### config.mk
export PLATFORM = sky130hd
export DESIGN_NAME = srm_master
export DESIGN_NICKNAME = d
export VERILOG_FILES = /design/src/core/srm_pkg.sv /design/src/core/srm_lane_capture.sv /design/src/core/srm_master.sv
export VERILOG_INCLUDE_DIRS = /design/src /design/src/core
export SDC_FILE = /design/constraint.sdc
export NUM_CORES = 1
export LEC_CHECK = 0
export ABC_AREA = 1
export BUFFER_PORTS_ARGS = -buffer_cell sky130_fd_sc_hd__buf_4
export CORE_AREA = 2 2 143 145
export CTS_CLUSTER_SIZE = 28
export DETAILED_ROUTE_END_ITERATION = 12
export DIE_AREA = 0 0 145 147
export PLACE_DENSITY_LB_ADDON = 0.15
export SLEW_MARGIN = 20
export SYNTH_ARGS = -nofsm -noshare
export SYNTH_HDL_FRONTEND = slang
export SYNTH_SLANG_ARGS = --single-unit
### constraint.sdc
create_clock -name clock -period 3.5 [get_ports clock]
set_clock_uncertainty 0.2 [all_clocks]
set_input_delay 0.35 -clock clock [delete_from_list [all_inputs] [get_ports clock]]
set_output_delay 0.35 -clock clock [all_outputs]
set_load 0.005 [all_outputs]
### src/core/srm_defs.svh
// reset values and fixed widths of the sram-style bus master
// assumes: included by bare name from any file that needs them
`ifndef SRM_DEFS_SVH
`define SRM_DEFS_SVH

// ==========================================================
// widths
`define SRM_ADDR_W 30
`define SRM_LANES 4
`define SRM_DATA_W 32

// ==========================================================
// reset values
`define SRM_ADDR_RST 30'h00000000
`define SRM_LANE_RST 4'h0
`define SRM_DATA_RST 32'h00000000

`endif

### src/core/srm_pkg.sv
// types shared by the sram-style bus master files
// assumes: srm_defs.svh is on the include path
package srm_pkg;

  // ==========================================================
  // transaction kinds, one strobe each
  typedef enum logic [1:0] {
    SRM_K_READ = 2'h0,
    SRM_K_WRITE = 2'h1,
    SRM_K_SYNC = 2'h2
  } srm_kind_t;

  // ==========================================================
  // data side states (one-hot)
  typedef enum logic [2:0] {
    SRM_D_IDLE = 3'h1,
    SRM_D_BUSY = 3'h2,
    SRM_D_REDIR = 3'h4
  } srm_dstate_t;

  // instruction side states (one-hot)
  typedef enum logic [1:0] {
    SRM_I_IDLE = 2'h1,
    SRM_I_BUSY = 2'h2
  } srm_istate_t;

endpackage : srm_pkg

### src/core/srm_lane_capture.sv
// per-byte-lane read data capture registers
// assumes: lane enables and data come from logic on the same clock
`include "srm_defs.svh"

module srm_lane_capture #(
  parameter int LANES = `SRM_LANES
) (
  input wire logic clock,
  input wire logic rst_n,
  input wire logic capture_en,
  input wire logic [LANES-1:0] lane_en,
  input wire logic [8*LANES-1:0] bus,
  output logic [8*LANES-1:0] word
);

  logic [8*LANES-1:0] word_r;
  // a net, so each lane slice below has exactly one driver
  wire [8*LANES-1:0] word_nxt;

  // ==========================================================
  // lane update: unenabled lanes keep old bytes, no check vs request
  genvar g;
  generate
    for (g = 0; g < LANES; g = g + 1) begin : g_lane
      logic [7:0] byte_nxt;
      always_comb begin
        if (capture_en && lane_en[g]) begin
          byte_nxt = bus[8*g +: 8];
        end else begin
          byte_nxt = word_r[8*g +: 8];
        end
      end
      assign word_nxt[8*g +: 8] = byte_nxt;
    end
  endgenerate

  // registers only
  always_ff @(posedge clock or negedge rst_n) begin
    if (!rst_n) begin
      word_r <= '0;
    end else begin
      word_r <= word_nxt;
    end
  end

  assign word = word_r;

endmodule : srm_lane_capture

### src/core/srm_master.sv
// master end of a synchronous sram-style memory interface, data and
// instruction sides, with data-to-instruction redirection
// assumes: agent runs on clock; core-side requests are same-clock logic
`include "srm_defs.svh"

module srm_master (
  input wire logic clock,
  input wire logic rst_n,
  // data side core request
  input wire logic data_req,
  input wire srm_pkg::srm_kind_t data_req_kind,
  input wire logic [`SRM_ADDR_W-1:0] data_req_addr,
  input wire logic [`SRM_LANES-1:0] data_req_lanes,
  input wire logic [`SRM_DATA_W-1:0] data_req_wdata,
  output logic data_req_ready,
  // data side pins
  output logic data_rd_strobe,
  output logic data_wr_strobe,
  output logic data_sync_strobe,
  output logic [`SRM_ADDR_W-1:0] data_word_addr,
  output logic [`SRM_LANES-1:0] data_out_lane_en,
  output logic [`SRM_DATA_W-1:0] data_wr_bus,
  input wire logic data_wait,
  input wire logic [`SRM_DATA_W-1:0] data_rd_bus,
  input wire logic [`SRM_LANES-1:0] data_in_lane_en,
  input wire logic data_fault,
  input wire logic data_redirect,
  input wire logic data_abort_ack,
  input wire logic data_unlock_ack,
  // data side results
  output logic data_done,
  output logic [`SRM_DATA_W-1:0] data_rd_word,
  output logic data_done_fault,
  output logic data_done_redir,
  output logic data_done_abort_ack,
  output logic data_done_unlock_ack,
  // instruction side core request (fetch reads)
  input wire logic instr_req,
  input wire logic [`SRM_ADDR_W-1:0] instr_req_addr,
  input wire logic [`SRM_LANES-1:0] instr_req_lanes,
  output logic instr_req_ready,
  // instruction side pins
  output logic instr_rd_strobe,
  output logic instr_wr_strobe,
  output logic instr_sync_strobe,
  output logic [`SRM_ADDR_W-1:0] instr_word_addr,
  output logic [`SRM_LANES-1:0] instr_out_lane_en,
  input wire logic instr_wait,
  input wire logic [`SRM_DATA_W-1:0] instr_rd_bus,
  input wire logic [`SRM_LANES-1:0] instr_in_lane_en,
  input wire logic instr_fault,
  // instruction side results
  output logic instr_done,
  output logic [`SRM_DATA_W-1:0] instr_rd_word,
  output logic instr_done_fault
);

  // ==========================================================
  // state
  logic run_r;
  srm_pkg::srm_dstate_t dst_r, dst_nxt;
  srm_pkg::srm_kind_t dkind_r, dkind_nxt;
  logic [`SRM_ADDR_W-1:0] daddr_r, daddr_nxt;
  logic [`SRM_LANES-1:0] dlanes_r, dlanes_nxt;
  logic [`SRM_DATA_W-1:0] dwdata_r, dwdata_nxt;
  srm_pkg::srm_istate_t ist_r, ist_nxt;
  srm_pkg::srm_kind_t ikind_r, ikind_nxt;
  logic [`SRM_ADDR_W-1:0] iaddr_r, iaddr_nxt;
  logic [`SRM_LANES-1:0] ilanes_r, ilanes_nxt;
  logic iredir_r, iredir_nxt;
  logic ddone_r, ddone_nxt, dfault_r, dfault_nxt, dredir_r, dredir_nxt;
  logic dabort_r, dabort_nxt, dunlock_r, dunlock_nxt;
  logic idone_r, idone_nxt, ifault_r, ifault_nxt;

  logic d_busy, d_cmpl, d_free, d_launch, d_show;
  logic i_busy, i_cmpl, i_free, redir_launch, fetch_launch, i_launch, i_show;
  logic redir_busy, redir_done;
  srm_pkg::srm_kind_t d_kind, i_kind;

  // ==========================================================
  // data side handshake
  always_comb begin
    d_busy = (dst_r == srm_pkg::SRM_D_BUSY);
    d_cmpl = d_busy && !data_wait;
    // stalled blocks launch, redirect blocks too
    d_free = (dst_r == srm_pkg::SRM_D_IDLE) || (d_cmpl && !data_redirect);
    // launch in completing cycle; run_r gates it
    d_launch = run_r && data_req && d_free;
    d_show = d_launch || (d_busy && data_wait);
    d_kind = d_launch ? data_req_kind : dkind_r;
  end

  assign data_rd_strobe = d_show && (d_kind == srm_pkg::SRM_K_READ);
  assign data_wr_strobe = d_show && (d_kind == srm_pkg::SRM_K_WRITE);
  assign data_sync_strobe = d_show && (d_kind == srm_pkg::SRM_K_SYNC);
  assign data_word_addr = d_launch ? data_req_addr : daddr_r;
  // lanes passed through as the core encodes them
  assign data_out_lane_en = d_launch ? data_req_lanes : dlanes_r;
  // write data stays on the bus through a redirect, no instr data bus
  assign data_wr_bus = d_launch ? data_req_wdata : dwdata_r;
  assign data_req_ready = run_r && d_free;

  // ==========================================================
  // instruction side handshake; redirected accesses outrank fetches
  always_comb begin
    i_busy = (ist_r == srm_pkg::SRM_I_BUSY);
    i_cmpl = i_busy && !instr_wait;
    i_free = (ist_r == srm_pkg::SRM_I_IDLE) || i_cmpl;
    redir_busy = i_busy && iredir_r;
    redir_done = redir_busy && !instr_wait;
    redir_launch = run_r && (dst_r == srm_pkg::SRM_D_REDIR) && !redir_busy && i_free;
    fetch_launch = run_r && instr_req && i_free && !redir_launch;
    i_launch = redir_launch || fetch_launch;
    i_show = i_launch || (i_busy && instr_wait);
    if (redir_launch) begin
      i_kind = dkind_r;
    end else if (fetch_launch) begin
      i_kind = srm_pkg::SRM_K_READ;
    end else begin
      i_kind = ikind_r;
    end
  end

  assign instr_rd_strobe = i_show && (i_kind == srm_pkg::SRM_K_READ);
  assign instr_wr_strobe = i_show && (i_kind == srm_pkg::SRM_K_WRITE);
  assign instr_sync_strobe = i_show && (i_kind == srm_pkg::SRM_K_SYNC);
  assign instr_word_addr = redir_launch ? daddr_r : (fetch_launch ? instr_req_addr : iaddr_r);
  assign instr_out_lane_en = redir_launch ? dlanes_r :
                             (fetch_launch ? instr_req_lanes : ilanes_r);
  assign instr_req_ready = run_r && i_free && !redir_launch;

  // ==========================================================
  // next state for both sides
  always_comb begin
    dkind_nxt = d_launch ? data_req_kind : dkind_r;
    daddr_nxt = data_word_addr;
    dlanes_nxt = data_out_lane_en;
    dwdata_nxt = data_wr_bus;
    case (dst_r)
      srm_pkg::SRM_D_IDLE: begin
        dst_nxt = d_launch ? srm_pkg::SRM_D_BUSY : srm_pkg::SRM_D_IDLE;
      end
      srm_pkg::SRM_D_BUSY: begin
        if (data_wait) begin
          dst_nxt = srm_pkg::SRM_D_BUSY;
        end else if (data_redirect) begin
          dst_nxt = srm_pkg::SRM_D_REDIR;
        end else if (d_launch) begin
          dst_nxt = srm_pkg::SRM_D_BUSY;
        end else begin
          dst_nxt = srm_pkg::SRM_D_IDLE;
        end
      end
      srm_pkg::SRM_D_REDIR: begin
        dst_nxt = redir_done ? srm_pkg::SRM_D_IDLE : srm_pkg::SRM_D_REDIR;
      end
      default: begin
        dst_nxt = srm_pkg::SRM_D_IDLE;
      end
    endcase
    ist_nxt = (i_launch || (i_busy && instr_wait)) ? srm_pkg::SRM_I_BUSY : srm_pkg::SRM_I_IDLE;
    ikind_nxt = i_kind;
    iaddr_nxt = instr_word_addr;
    ilanes_nxt = instr_out_lane_en;
    iredir_nxt = i_launch ? redir_launch : iredir_r;
  end

  // ==========================================================
  // completion results; status ignored while waiting
  always_comb begin
    ddone_nxt = (d_cmpl && !data_redirect) || redir_done;
    // status pulses only beside done; a redirected leg reports when it ends
    dfault_nxt = (d_cmpl && !data_redirect && data_fault) || (redir_done && instr_fault);
    dredir_nxt = redir_done;
    dabort_nxt = d_cmpl && !data_redirect && data_abort_ack;
    dunlock_nxt = d_cmpl && !data_redirect && data_unlock_ack;
    idone_nxt = i_cmpl && !iredir_r;
    ifault_nxt = i_cmpl && !iredir_r && instr_fault;
  end

  // ==========================================================
  // registers
  always_ff @(posedge clock or negedge rst_n) begin
    if (!rst_n) begin
      run_r <= 1'b0;
      dst_r <= srm_pkg::SRM_D_IDLE;
      dkind_r <= srm_pkg::SRM_K_READ;
      daddr_r <= `SRM_ADDR_RST;
      dlanes_r <= `SRM_LANE_RST;
      dwdata_r <= `SRM_DATA_RST;
      ist_r <= srm_pkg::SRM_I_IDLE;
      ikind_r <= srm_pkg::SRM_K_READ;
      iaddr_r <= `SRM_ADDR_RST;
      ilanes_r <= `SRM_LANE_RST;
      iredir_r <= 1'b0;
      ddone_r <= 1'b0;
      dfault_r <= 1'b0;
      dredir_r <= 1'b0;
      dabort_r <= 1'b0;
      dunlock_r <= 1'b0;
      idone_r <= 1'b0;
      ifault_r <= 1'b0;
    end else begin
      run_r <= 1'b1;
      dst_r <= dst_nxt;
      dkind_r <= dkind_nxt;
      daddr_r <= daddr_nxt;
      dlanes_r <= dlanes_nxt;
      dwdata_r <= dwdata_nxt;
      ist_r <= ist_nxt;
      ikind_r <= ikind_nxt;
      iaddr_r <= iaddr_nxt;
      ilanes_r <= ilanes_nxt;
      iredir_r <= iredir_nxt;
      ddone_r <= ddone_nxt;
      dfault_r <= dfault_nxt;
      dredir_r <= dredir_nxt;
      dabort_r <= dabort_nxt;
      dunlock_r <= dunlock_nxt;
      idone_r <= idone_nxt;
      ifault_r <= ifault_nxt;
    end
  end

  assign data_done = ddone_r;
  assign data_done_fault = dfault_r;
  assign data_done_redir = dredir_r;
  assign data_done_abort_ack = dabort_r;
  assign data_done_unlock_ack = dunlock_r;
  assign instr_done = idone_r;
  assign instr_done_fault = ifault_r;

  // ==========================================================
  // read gathering; a redirected read fills the data side word
  srm_lane_capture #(.LANES(`SRM_LANES)) u_dcap (
    .clock(clock),
    .rst_n(rst_n),
    .capture_en(d_busy || redir_busy),
    .lane_en(redir_busy ? instr_in_lane_en : data_in_lane_en),
    .bus(redir_busy ? instr_rd_bus : data_rd_bus),
    .word(data_rd_word)
  );

  srm_lane_capture #(.LANES(`SRM_LANES)) u_icap (
    .clock(clock),
    .rst_n(rst_n),
    .capture_en(i_busy && !iredir_r),
    .lane_en(instr_in_lane_en),
    .bus(instr_rd_bus),
    .word(instr_rd_word)
  );

endmodule : srm_master

==> flow_summary.yaml <==
run_status:
  outcome: "completed"
die:
  floorplan.initialDensity_pct: 40.5
  die_area_sq_um: 21300
  die_h_um: 147
  ios: 364
  core_area_sq_um: 19800
  num_rows: 52
  fp.dieW_um: 145
timing:
  hold_viol_final: 0
  relSlewSlack_pct: 44.9
  fin_hold_ws_ns: 0.0106
  setup_viol: 0
  fmax_ghz: 0.312
  setup_tns_ns: 0
  finalWorstSetupSlack_ns: 0.300
  final_max_slew_viol_count: 0
  post-route-period-util_pct: 91.4
  period_minus_slack_ns: 3.20
  tightest_slew_ns: 0.823
  rsz0062_at_grt: "false"
power_and_ir_drop:
  ir_worst_vdd_uv: 372
  power_frac_seq_pct: 40.1
  swShare_pct: 33.5
  pwr-share-clk_pct: 21.8
  p_total_mw: 8.23
  power_density_nw_per_um2: 655
  p_leak_nw: 6.78
  power_frac_comb_pct: 38.1
  p_sw_mw: 2.75
  power.internal_mw: 5.47
layout:
  final_cells: 1692
  layout_common_cells: "370 x nand2_1, 370 x buf_4, 180 x dfrtp_1, 113 x dlygate4sd3_1, 105 x nand3_1"
  nets: 1594
  num_antenna_cells: 0
  areaGrowthSynthToFinish_pct: 56.4
  drive_gt1_share_pct: 30.1
logic_synthesis:
  synth.avg_cell_area_sq_um: 8.44
  synth_cell_types: 31
  synth_fp_nets: 1136
  netlist_area_sq_um: 8030
  yosysSeqAreaShare_pct: 56.8
  yosys_warnings: 0
  ys_ff_latch: 182
  syn_inst: 951
setup_path:
  cp_slowest_cell: "dlygate4sd3_1"
  cp-end-kind: "output pin"
  rrSetupSlack_ns: 1.19
  rr_worst_depth: 8
  crit_path_max_incr_delay_ns: 0.54
  r2r_start: "ist_r[0]"
  worstSetupPathType: "input port to output pin"
  crit_start: "data_wait"
  cp-start-kind: "input port"
  cp_cell_sequence: "dlygate4sd3_1 -> buf_4 -> inv_1 -> nand4_4 -> nand2_4 -> nand2_2 -> buf_4 -> nand2_1 -> nand2_1 -> inv_1 -> nor2_1 -> buf_4"
  crit_required_ns: 2.95
  cpMostUsedCell: "buf_4"
  endpoint: "data_sync_strobe"
  crit_arrival_ns: 2.65
  crit_fanout: 36
  rr_endpoint: "u_dcap.word[20]"
global_routing:
  use_met3_pct: 6.09
  grt_max_degree: 95
  grt-busiest-layer: "met2"
  grt_usage_pct: 24.5
  overflow: 0
  grt_pass1_wl_um: 41600
  grt_pass1_vias: 7982
  antenna_found_initial: 0
  met1_usage_pct: 29.9
  grt_use_met2_pct: 41.7
clock_network:
  cts_max_path_buffers: 2
  clock-root-buffer: "clkbuf_16"
  cts_buffers: 17
  post_cts_resized: 0
  htree_levels: 4
  cts.sinks: 182
  cts_tree: "done"
  clkTransAtPathRegs_ns: 0.07
  worstSkewPairLatency_ns: 0.43
place:
  place_inst: 1547
  place_ws_ns: 0.835
  routabilityCongestion: 0.824
  portBuffers: 363
  hpwl_um: 17700
route:
  ant_nets: 0
  drc: 0
  viasPerCell: 4.69
  drtIter0Drc: 365
  post_drt_wl_per_cell_um: 15.3
  dr.pass1.iters: 7
  wirelength_um: 25900
  vias: 7930
min_path:
  worstHoldStart: "instr_rd_bus[0]"
  hold_path_class: "input port to flip-flop"
job:
  maxCapViolCount: 0
[area by class of cell]
cell class,count,area [sq um]
Sequential cell,182,4560
Clock inverter,11,91.3
Tap cell,270,338
Fill cell,1694,7290
Timing Repair Buffer,485,3940
Clock buffer,21,450
Inverter,104,398
Multi-Input combinational cell,619,2780
[through the flow]
stage	instance area (sq um)	util, %
after floorplan	8030	-
after global placement	10900	54.8
after detailed placement	10900	54.8
after CTS	12600	63.3
after global routing	12600	63.3
final	12600	63.3
[timing repair]
item                       CTS  global route
setup buffers                0             0
hold buffers               113             0
setup endpoints to repair    0             0
hold endpoints to repair   201             0
[layer usage]
layer	wire length, um	part of all wire [%]
met4	871	3.4
met3	1530	5.9
met2	12700	49
met5	0	0
met1	10800	42
[worst max-delay path, delay by kind of cell]
kind	cells	cell delay [ns]
buffers and inverters	6	1.27
and+or+nand+nor	6	1.02
[cells by family (layout without fill, tap and decap cells)]
logic type,after synthesis,after routing,share of synthesized area (%)
and+or+nand+nor,505,505,26.7
DFF,182,182,56.8
buffers and inverters,150,621,8.62
AOI/OAI and AO/OA,113,113,7.87
other,1,1,0.0467
[sequential cells by signal, indices dropped and copies added, names as in the netlist]
name / flops
ist_r: 2
data_done_unlock_ack: 1
u_dcap.word: 32
data_done_abort_ack: 1
data_done_fault: 1
ilanes_r: 4
iredir_r: 1
iaddr_r: 30
u_icap.word: 32
dlanes_r: 4
daddr_r: 30
instr_done_fault: 1
run_r: 1
data_done: 1
dst_r: 3
ikind_r: 2
dkind_r: 2
instr_done: 1
data_done_redir: 1
dwdata_r: 32
[synth_stat cells, drive strengths merged]
cell    number  area share [%]
o32ai        1            0.11
nand3      105             6.5
o211ai       1           0.094
nand2      379              18
o21ai       97             6.2
nor2        18             1.5
o22ai        1           0.078
nand4        1            0.26
dfstp        2            0.65
a21oi       12             1.3
buf         33             3.1
a21boi       1           0.094
dfrtp      180              56
conb         1           0.047
clkinv       1           0.047
nor3         2            0.12
clkbuf      13            0.61
inv        103             4.9
[worst min-delay path by stage]
| stage | end | slack, ns | depth (start not counted) |
|---|---|---|---|
| final | u_icap.word[0] | 0.01 | 3 |
| after global routing | u_icap.word[3] | 0.01 | 3 |
| after CTS | u_icap.word[27] | 0.0002 | 3 |
| after detailed placement | dwdata_r[31] | 0.26 | 2 |
| after global placement | dwdata_r[26] | 0.25 | 2 |
| after floorplan | daddr_r[0] | -0.15 | 0 |
[power groups by stage]
stage	registers (mW)	clock network (mW)	logic, mW
floorplan	3.29	0	1.21
global placement	3.33	0	2.99
detailed placement	3.33	0	3.02
CTS	3.30	1.83	3.14
global route	3.40	1.92	3.47
finish	3.30	1.80	3.13
Note: power is estimated with default switching activity, not from simulation.
